**config.mk**
```make
export PLATFORM = sky130hd
export DESIGN_NAME = charger_status_fault_flags
export DESIGN_NICKNAME = d
export VERILOG_FILES = /design/src/charger_status_pkg.sv /design/src/charger_status_fault_flags.sv
export SDC_FILE = /design/constraint.sdc
export NUM_CORES = 1
export LEC_CHECK = 0
export BUFFER_PORTS_ARGS = -buffer_cell sky130_fd_sc_hd__buf_4
export CAP_MARGIN = 10
export CORE_AREA = 5 5 77 79
export CTS_BUF_LIST = sky130_fd_sc_hd__clkbuf_16
export DETAILED_ROUTE_END_ITERATION = 10
export DIE_AREA = 0 0 82 84
export PLACE_DENSITY = 0.82
export SLEW_MARGIN = 20
export SYNTH_ARGS = -nofsm -noshare
export SYNTH_HDL_FRONTEND = slang
export SYNTH_SLANG_ARGS = --single-unit
```
**constraint.sdc**
```tcl
create_clock -name core_clk_i -period 1.4 [get_ports core_clk_i]
set_input_delay 0.14 -clock core_clk_i [delete_from_list [all_inputs] [get_ports core_clk_i]]
set_output_delay 0.14 -clock core_clk_i [all_outputs]
set_load 0.01 [all_outputs]
```
**src/charger_status_pkg.sv**
```systemverilog
// Package with register map, field positions and carriers for the charger status flags
// ----------------------------------------------------------------------------
// Operation
// - State bit 4 reads 1 while regulating on input voltage forward or output voltage in reverse mode.
// - State bit 3 is a read-only input current regulation indicator in forward mode, reset to 0.
// - State bit 2 reads 1 while in fast charge.
// - State bit 1 reads 1 while in pre-charge.
// - State bit 0 reads 1 while supplying power from the battery out to the port in reverse mode.
// - Fault bit 7 latches input overvoltage until a host read clears it.
// - Fault bit 5 latches input overcurrent until a host read, as do fault bits 2, 1 and 0.
// - In normal operation fault bit 6 is set only by battery overcurrent and cleared by a read.
// - In pass-through mode bit 6 flags battery overvoltage or overcurrent when protection is on, else nothing.
// - Fault bit 4 latches system overvoltage, ignores reads, and clears only on a host write of 0 or adapter removal.
// - The power converter stays disabled while system overvoltage is present.
// - After system overvoltage ends the converter restarts only on a write of 0 to bit 4 or adapter removal.
// - Fault bit 3 latches after 7 failed restarts under system undervoltage until a host write of 0.
// - Fault bit 2 latches while the force power stage off control is 1 and clears on a host read.
// - Fault bit 1 latches reverse-mode output overvoltage and clears on a host read.
// - Fault bit 0 latches reverse-mode output undervoltage and clears on a host read.
// ----------------------------------------------------------------------------
package charger_status_pkg;

    localparam logic [7:0] FAULT_FLAGS_ADDR = 8'h20;
    localparam logic [7:0] STATE_FLAGS_ADDR = 8'h21;
    localparam logic [7:0] FAULT_RESET      = 8'h00;
    localparam logic [7:0] STATE_RESET      = 8'h00;

    // Fault byte field positions
    localparam int FLT_IN_OV   = 7;
    localparam int FLT_BAT_OC  = 6;
    localparam int FLT_IN_OC   = 5;
    localparam int FLT_SYS_OV  = 4;
    localparam int FLT_SYS_UV  = 3;
    localparam int FLT_FORCE   = 2;
    localparam int FLT_REV_OV  = 1;
    localparam int FLT_REV_UV  = 0;

    // Bits cleared by a host read
    localparam logic [7:0] READ_CLEAR_MASK  = 8'hE7;
    // Bits cleared by a host write of 0
    localparam logic [7:0] WRITE_CLEAR_MASK = 8'h18;

    localparam int          UV_RETRY_LIMIT  = 7;
    localparam int          UV_CNT_W        = 3;

    // Analog-side condition levels
    typedef struct packed {
        logic input_voltage_regulation;
        logic reverse_voltage_regulation;
        logic input_current_regulation;
        logic fast_charge;
        logic precharge;
        logic reverse_power_mode;
    } state_cond_s;

    typedef struct packed {
        logic input_overvoltage;
        logic battery_overcurrent;
        logic battery_overvoltage;
        logic input_overcurrent;
        logic system_overvoltage;
        logic system_undervoltage;
        logic restart_fail;
        logic reverse_overvoltage;
        logic reverse_undervoltage;
        logic adapter_present;
    } fault_cond_s;

    typedef struct packed {
        logic       rd;
        logic       wr;
        logic [7:0] addr;
        logic [7:0] wdata;
    } reg_req_s;

endpackage

```
**src/charger_status_fault_flags.sv**
```systemverilog
// Charger state and fault flag register pair with latch-until-read and write-zero clear
`timescale 1ns/10ps
module charger_status_fault_flags #(
    parameter int UV_RETRIES = charger_status_pkg::UV_RETRY_LIMIT
) (
    input  wire logic                            core_clk_i,
    input  wire logic                            rstn_i,
    input  wire logic                            clk_en_i,
    input  wire charger_status_pkg::state_cond_s state_cond_i,
    input  wire charger_status_pkg::fault_cond_s fault_cond_i,
    input  wire logic                            pass_through_mode_i,
    input  wire logic                            battery_overcurrent_protect_enable_i,
    input  wire logic                            force_power_stage_off_i,
    input  wire charger_status_pkg::reg_req_s    req_i,
    output logic [7:0]                           rdata_o,
    output logic                                 rvalid_o,
    output logic                                 converter_enable_o
);

    // Counter is UV_CNT_W bits wide, so the retry count must fit below its wrap
    if (UV_RETRIES < 1 || UV_RETRIES > 2 ** charger_status_pkg::UV_CNT_W - 1) begin : g_bad_retries
        $error("UV_RETRIES out of range");
    end

    // ------------------------------------------------------------------------
    // Input synchronisers
    // ------------------------------------------------------------------------
    // Analog conditions are asynchronous to the core clock
    charger_status_pkg::state_cond_s st_meta_reg, st_sync_reg;
    charger_status_pkg::fault_cond_s fc_meta_reg, fc_sync_reg;
    logic [2:0]                      ctl_meta_reg, ctl_sync_reg;

    always_ff @(posedge core_clk_i or negedge rstn_i) begin
        if (!rstn_i) begin
            st_meta_reg  <= '0;
            st_sync_reg  <= '0;
            fc_meta_reg  <= '0;
            fc_sync_reg  <= '0;
            ctl_meta_reg <= '0;
            ctl_sync_reg <= '0;
        end else if (clk_en_i) begin
            st_meta_reg  <= state_cond_i;
            st_sync_reg  <= st_meta_reg;
            fc_meta_reg  <= fault_cond_i;
            fc_sync_reg  <= fc_meta_reg;
            ctl_meta_reg <= {pass_through_mode_i, battery_overcurrent_protect_enable_i, force_power_stage_off_i};
            ctl_sync_reg <= ctl_meta_reg;
        end
    end

    // Control levels share one synchroniser pair
    logic pass_thru;
    logic bat_prot_en;
    logic force_off;
    assign pass_thru   = ctl_sync_reg[2];
    assign bat_prot_en = ctl_sync_reg[1];
    assign force_off   = ctl_sync_reg[0];

    // ------------------------------------------------------------------------
    // State byte
    // ------------------------------------------------------------------------
    logic [7:0] state_reg;

    always_ff @(posedge core_clk_i or negedge rstn_i) begin
        if (!rstn_i) begin
            state_reg <= charger_status_pkg::STATE_RESET;
        end else if (clk_en_i) begin
            state_reg[7:5] <= 3'h0;
            state_reg[4]   <= (st_sync_reg.input_voltage_regulation & ~st_sync_reg.reverse_power_mode)
                            | (st_sync_reg.reverse_voltage_regulation & st_sync_reg.reverse_power_mode);
            state_reg[3]   <= st_sync_reg.input_current_regulation & ~st_sync_reg.reverse_power_mode;
            state_reg[2]   <= st_sync_reg.fast_charge;
            state_reg[1]   <= st_sync_reg.precharge;
            state_reg[0]   <= st_sync_reg.reverse_power_mode;
        end
    end

    // ------------------------------------------------------------------------
    // Undervoltage restart counter
    // ------------------------------------------------------------------------
    logic [charger_status_pkg::UV_CNT_W-1:0] uv_cnt_reg;
    logic                                    uv_trip;

    assign uv_trip = fc_sync_reg.system_undervoltage && fc_sync_reg.restart_fail
                     && (uv_cnt_reg == charger_status_pkg::UV_CNT_W'(UV_RETRIES - 1));

    always_ff @(posedge core_clk_i or negedge rstn_i) begin
        if (!rstn_i) begin
            uv_cnt_reg <= '0;
        end else if (clk_en_i) begin
            if (!fc_sync_reg.system_undervoltage) begin
                uv_cnt_reg <= '0;
            end else if (fc_sync_reg.restart_fail && !uv_trip) begin
                uv_cnt_reg <= uv_cnt_reg + 1'b1;
            end
        end
    end

    // Failed restart is a level per attempt; edge detect on the synced copy
    logic rf_prev_reg;
    always_ff @(posedge core_clk_i or negedge rstn_i) begin
        if (!rstn_i) begin
            rf_prev_reg <= 1'b0;
        end else if (clk_en_i) begin
            rf_prev_reg <= fc_sync_reg.restart_fail;
        end
    end

    // ------------------------------------------------------------------------
    // Register select
    // ------------------------------------------------------------------------
    // One compare serves the read, write and answer paths
    function automatic logic addr_is(input logic [7:0] addr, input logic [7:0] target);
        return addr == target;
    endfunction

    logic       rd_fault;
    logic       wr_fault;
    logic       rd_state;

    assign rd_fault = req_i.rd && addr_is(req_i.addr, charger_status_pkg::FAULT_FLAGS_ADDR);
    assign wr_fault = req_i.wr && addr_is(req_i.addr, charger_status_pkg::FAULT_FLAGS_ADDR);
    assign rd_state = req_i.rd && addr_is(req_i.addr, charger_status_pkg::STATE_FLAGS_ADDR);

    // ------------------------------------------------------------------------
    // Fault byte
    // ------------------------------------------------------------------------
    logic [7:0] fault_reg;
    logic [7:0] fault_set;
    logic [7:0] fault_next;

    always_comb begin
        fault_set = '0;
        fault_set[charger_status_pkg::FLT_IN_OV]  = fc_sync_reg.input_overvoltage;
        fault_set[charger_status_pkg::FLT_BAT_OC] = pass_thru ? (bat_prot_en && (fc_sync_reg.battery_overcurrent
                                                                              || fc_sync_reg.battery_overvoltage))
                                                              : fc_sync_reg.battery_overcurrent;
        fault_set[charger_status_pkg::FLT_IN_OC]  = fc_sync_reg.input_overcurrent;
        fault_set[charger_status_pkg::FLT_SYS_OV] = fc_sync_reg.system_overvoltage;
        fault_set[charger_status_pkg::FLT_SYS_UV] = uv_trip && !rf_prev_reg;
        fault_set[charger_status_pkg::FLT_FORCE]  = force_off;
        fault_set[charger_status_pkg::FLT_REV_OV] = fc_sync_reg.reverse_overvoltage;
        fault_set[charger_status_pkg::FLT_REV_UV] = fc_sync_reg.reverse_undervoltage;
    end

    always_comb begin
        fault_next = fault_reg;
        if (rd_fault) begin
            fault_next = fault_next & ~charger_status_pkg::READ_CLEAR_MASK;
        end
        if (wr_fault) begin
            // Only bits 4 and 3 are writable, and only toward 0
            fault_next = fault_next & ~(charger_status_pkg::WRITE_CLEAR_MASK & ~req_i.wdata);
        end
        if (!fc_sync_reg.adapter_present) begin
            fault_next[charger_status_pkg::FLT_SYS_OV] = 1'b0;
        end
        fault_next = fault_next | fault_set;
    end

    always_ff @(posedge core_clk_i or negedge rstn_i) begin
        if (!rstn_i) begin
            fault_reg <= charger_status_pkg::FAULT_RESET;
        end else if (clk_en_i) begin
            fault_reg <= fault_next;
        end
    end

    // ------------------------------------------------------------------------
    // Converter enable and read port
    // ------------------------------------------------------------------------
    always_ff @(posedge core_clk_i or negedge rstn_i) begin
        if (!rstn_i) begin
            converter_enable_o <= 1'b0;
        end else if (clk_en_i) begin
            converter_enable_o <= !fc_sync_reg.system_overvoltage
                                  && !fault_next[charger_status_pkg::FLT_SYS_OV];
        end
    end

    always_ff @(posedge core_clk_i or negedge rstn_i) begin
        if (!rstn_i) begin
            rvalid_o <= 1'b0;
        end else if (clk_en_i) begin
            rvalid_o <= req_i.rd;
        end
    end

    // Unmapped reads answer zero so the host never sees stale data
    always_ff @(posedge core_clk_i or negedge rstn_i) begin
        if (!rstn_i) begin
            rdata_o <= 8'h00;
        end else if (clk_en_i) begin
            if (rd_fault) begin
                rdata_o <= fault_reg;
            end else if (rd_state) begin
                rdata_o <= state_reg;
            end else if (req_i.rd) begin
                rdata_o <= 8'h00;
            end
        end
    end
endmodule // charger_status_fault_flags

```
### After elaboration in Yosys (flattened, before gate mapping)

Cells that the tools add are included.

* register bits: 65
* output and inout bits: 10
* logic and storage cells: 81

* $add $sub $neg: 1
* equality and inequality tests: 4
* multiplexer cells: 9
* bitwise gates (word level): 9
* reduce and logical (&&, ||, !) cells: 17

Operators by type and width (number)
* $mux 8: 5
* $eq 8x6->1 const B: 2
* $logic_and 1x1->1: 9
* $and 8x8->8: 1
* $not 5->8: 1
* $or 8x8->8: 1
* $mux 3: 2
* $not 5->5: 1
* $logic_not 1->1: 4
* $reduce_and 2->1: 2
* $add 3x1->3 const B: 1
* $and 1x1->1: 3
* $eq 3x3->1 const B: 1
* $reduce_bool 3->1: 1
* $mux 1: 2
* $ne 2x1->1 const B: 1
* $logic_or 1x1->1: 1
* $not 1->1: 1
* $or 1x1->1: 1

### Logic depth before layout (Yosys ltp)

* depth in word-level cells: 9
* depth in mapped cells: 5
* gate-level depth less buffers: 5

### Least setup slack after synthesis

No wires, ideal clock.

* kind: register to register
* from: register uv_cnt_reg[0] (netlist name)
* to: register uv_cnt_reg[0] (netlist name)
* arrival: 1082 ps
* required time: 1252 ps
* slack: 170 ps
* cell stages (with the launch flop): 5
* path buffers: 0
* clock period less this slack: 1230 ps
* path through: dfrtp_1 > inv_1 > ha_1 > a21boi_0 > o221ai_1

* longest elaborated chain between the ends: 6

Ends and longest elaborated chain
* from (decl): RTL line charger_status_fault_flags.sv:81 `logic [charger_status_pkg::UV_CNT_W-1:0] uv_cnt_reg;`
* from (signal assigned): RTL line charger_status_fault_flags.sv:94 `uv_cnt_reg <= uv_cnt_reg + 1'b1;`
* $eq 3x3->1: RTL line charger_status_fault_flags.sv:85 `&& (uv_cnt_reg == charger_status_pkg::UV_CNT_W'(UV_RETRIES - 1));`
* $logic_and 1x1->1: RTL line charger_status_fault_flags.sv:85
* $logic_not 1->1: RTL line charger_status_fault_flags.sv:93 `end else if (fc_sync_reg.restart_fail && !uv_trip) begin`
* $logic_and 1x1->1: RTL line charger_status_fault_flags.sv:93
* $ne 2x1->1 (no line)
* $reduce_and 2->1 (no line)

Parallel ways exist; a longest one is shown, timed or not. The select of a mux whose other input is x is not followed.
A chain may end at the register's enable or synchronous reset.

### Final worst setup path

* from: register uv_cnt_reg[0] (netlist name)
* to: register uv_cnt_reg[1] (netlist name)

Same word-level chain as after synthesis.

==> metrics.yaml <==
clock_tree:
  postCtsSetupBuffers: 0
  path_clk_slew_ns: 0.05
  clk_latency_ns: 0.32
  clockRootBuffer: "clkbuf_16"
  clock-sinks: 65
  cts_inserted_buffers: 9
  tritoncts: "built"
  clockBufferDepth: 2
  htreeDepth: 3
die:
  die_x_um: 82
  die_area_um2: 6890
  die_y_um: 84
  core_um2: 5270
  rows: 27
  ios: 50
  start_util: 0.507
place:
  dp_slack_ns: -0.0356
  port_buffers: 43
  hpwl_um: 3480
  globalplace.congestion: 0.747
run_status:
  status: "finished clean"
global_route:
  global_route.overflow_total: 0
  grt_usage: 0.161
  grt_max_degree: 41
  grt_pass1_vias: 1795
  antenna_found_initial: 0
  grt_pass1_wl_um: 8310
timing:
  relSlewSlack: 0.691
  hold_viol_final: 0
  tightest_slew_ns: 0.463
  maxSlewViolCount: 0
  setup_viol_count_final: 0
  fin_crit_sh: 0.905
  timing.final.crit_period_ns: 1.27
  fin_skew_ns: 0.00574
  finalWorstSetupSlack_ns: 0.132
  rsz0062_at_grt: "false"
  fmax_ghz: 0.789
flow_run:
  maxCapViolCount: 0
route:
  wl_um: 4920
  drt_iter0_markers: 51
  viasPerCell: 5.31
  firstDrtPassIters: 4
  wire_per_inst_um: 15.4
  vias: 1700
  ant_nets: 0
  drcViolationCount: 0
power_and_ir_drop:
  power.density_nw_per_um2: 1380
  finalPower_w: 0.00466
  worst_ir_drop_vdd_mv: 0.795
  p_leak_nw: 1.52
final_layout:
  largest_reg_flops: 10
  antenna_cells: 0
  area_delta_synth_final_pct: 26.6
  n_fill_cell: 419
  multi_input_area_um2: 983
  drive_gt1_frac: 0.427
  nets: 287
  seqCellArea_um2: 1630
setup_path:
  critPathLaunchType: "flop"
  cp.arrival_ns: 1.49
  crit_fanout: 4
  endpoint_kind: "flop"
  path_cells: "inv_1, ha_1, a21boi_2, nand4b_1, o221ai_1"
  cp_slowest_stage_delay_ns: 0.36
  path_delay_family: "flip-flops"
  required_ns: 1.62
  cpMaxStageDelayCell: "dfrtp_1"
  path_buf_inv: 1
  critical_path_class: "reg -> reg"
yosys:
  async_flop_share: 1.00
  seq_area_frac_synth: 0.609
  synth.avg_cell_area_um2: 13.8
  synth-edff-count: 0
  ys_warn_count: 0
  syn_area_um2: 2670
  ys_seq_elements: 65
  ys_types: 33
  synth_top_flop_cell: "dfrtp_1"
  synth_cells: 194
  syn-num-nets: 236
min_path:
  min_path_type: "in -> reg"
[cell type report]
class,instances,share of cell area
clock inverters,5,0.00740
multi-input cells,114,0.291
flip-flops and latches,65,0.481
well taps,72,0.0266
repair buffers,49,0.121
clock buffers,9,0.0666
inverters,6,0.00666
[routing by layer]
| layer | global-route usage | wire length (um) | up-vias |
|---|---|---|---|
| met5 | 0 | 0 | - |
| met4 | 0.0816 | 121 | 0 |
| met3 | 0.0637 | 340 | 12 |
| met2 | 0.230 | 2300 | 42 |
| met1 | 0.210 | 2150 | 838 |
| li1 | - | - | 808 |
[synth_stat cells (all sizes together), types with 3 or more instances]
cell type / number / share of area
inv: 6 / 0.0084
o31ai: 5 / 0.014
dfrtp: 65 / 0.61
o21ai: 8 / 0.015
mux2: 40 / 0.17
buf: 7 / 0.015
a21oi: 4 / 0.0075
nand3: 3 / 0.0056
nand2: 18 / 0.025
a22o: 5 / 0.016
mux2i: 7 / 0.026
[path summary, 6_finish.rpt]
path / start / slack, ns / endpoint / depth (start not counted)
max: uv_cnt_reg[0] / 0.13 / uv_cnt_reg[1] / 5
min reg2reg: rdata_o[3] / 0.48 / rdata_o[3] / 2
max in group asynchronous: rstn_i / 0.63 / rdata_o[3] / 3
min: req_i[4] / 0.009 / converter_enable_o / 2
max reg2reg: uv_cnt_reg[0] / 0.13 / uv_cnt_reg[1] / 5
min in group asynchronous: rstn_i / 0.26 / fc_meta_reg[3] / 2
[metrics by stage]
stage                util  hold slack (ns)  instances  TNS [ns]  instance area [um2]
floorplan               -           -0.156        194         0                 2670
global placement    0.590           0.0651        305         0                 3110
detailed placement  0.590           0.0642        305   -0.0502                 3110
CTS                 0.640          0.00259        320         0                 3370
global route        0.642           0.0199        320         0                 3380
finish              0.642          0.00869        320         0                 3380
[cells by family after synthesis]
kind of cell / count (synthesis) / share of synthesized area
mux: 47 / 0.195
simple gates: 33 / 0.0750
flops: 65 / 0.609
fa+ha+maj: 2 / 0.00937
buf+inv: 15 / 0.0262
compound gates: 32 / 0.0853
[placed cells by master, fill, tap and decap left out, types with 2 or more instances in the layout]
cell,Yosys,layout
a22o_1,5,5
a31oi_1,2,2
nand3_1,3,3
mux2i_1,7,7
nor3_1,2,2
clkinv_1,0,2
clkbuf_16,0,9
buf_4,0,45
nand4b_1,2,2
dfrtp_1,65,65
o31ai_1,5,5
o21ai_0,8,8
a21oi_1,4,4
ha_1,2,2
mux2_2,40,40
inv_1,6,6
nand2_1,18,18
clkinv_2,0,2
o221ai_1,2,2
buf_12,0,3
[where the power goes]
group	total (W)	switching, W	leakage [nW]	internal (W)
clock	0.00187	0.000715	0.122	0.00115
sequential	0.00224	0.000142	0.766	0.00209
combinational	0.000556	0.000240	0.633	0.000316
total	0.00466	0.00110	1.52	0.00356
[repair_timing]
action	in CTS	in global routing
hold endpoints to repair	25	0
resized for setup	1	2
endpoints found under the setup margin	2	3
hold buffers	1	0
No activity file was read; power rests on OpenSTA's default activity.
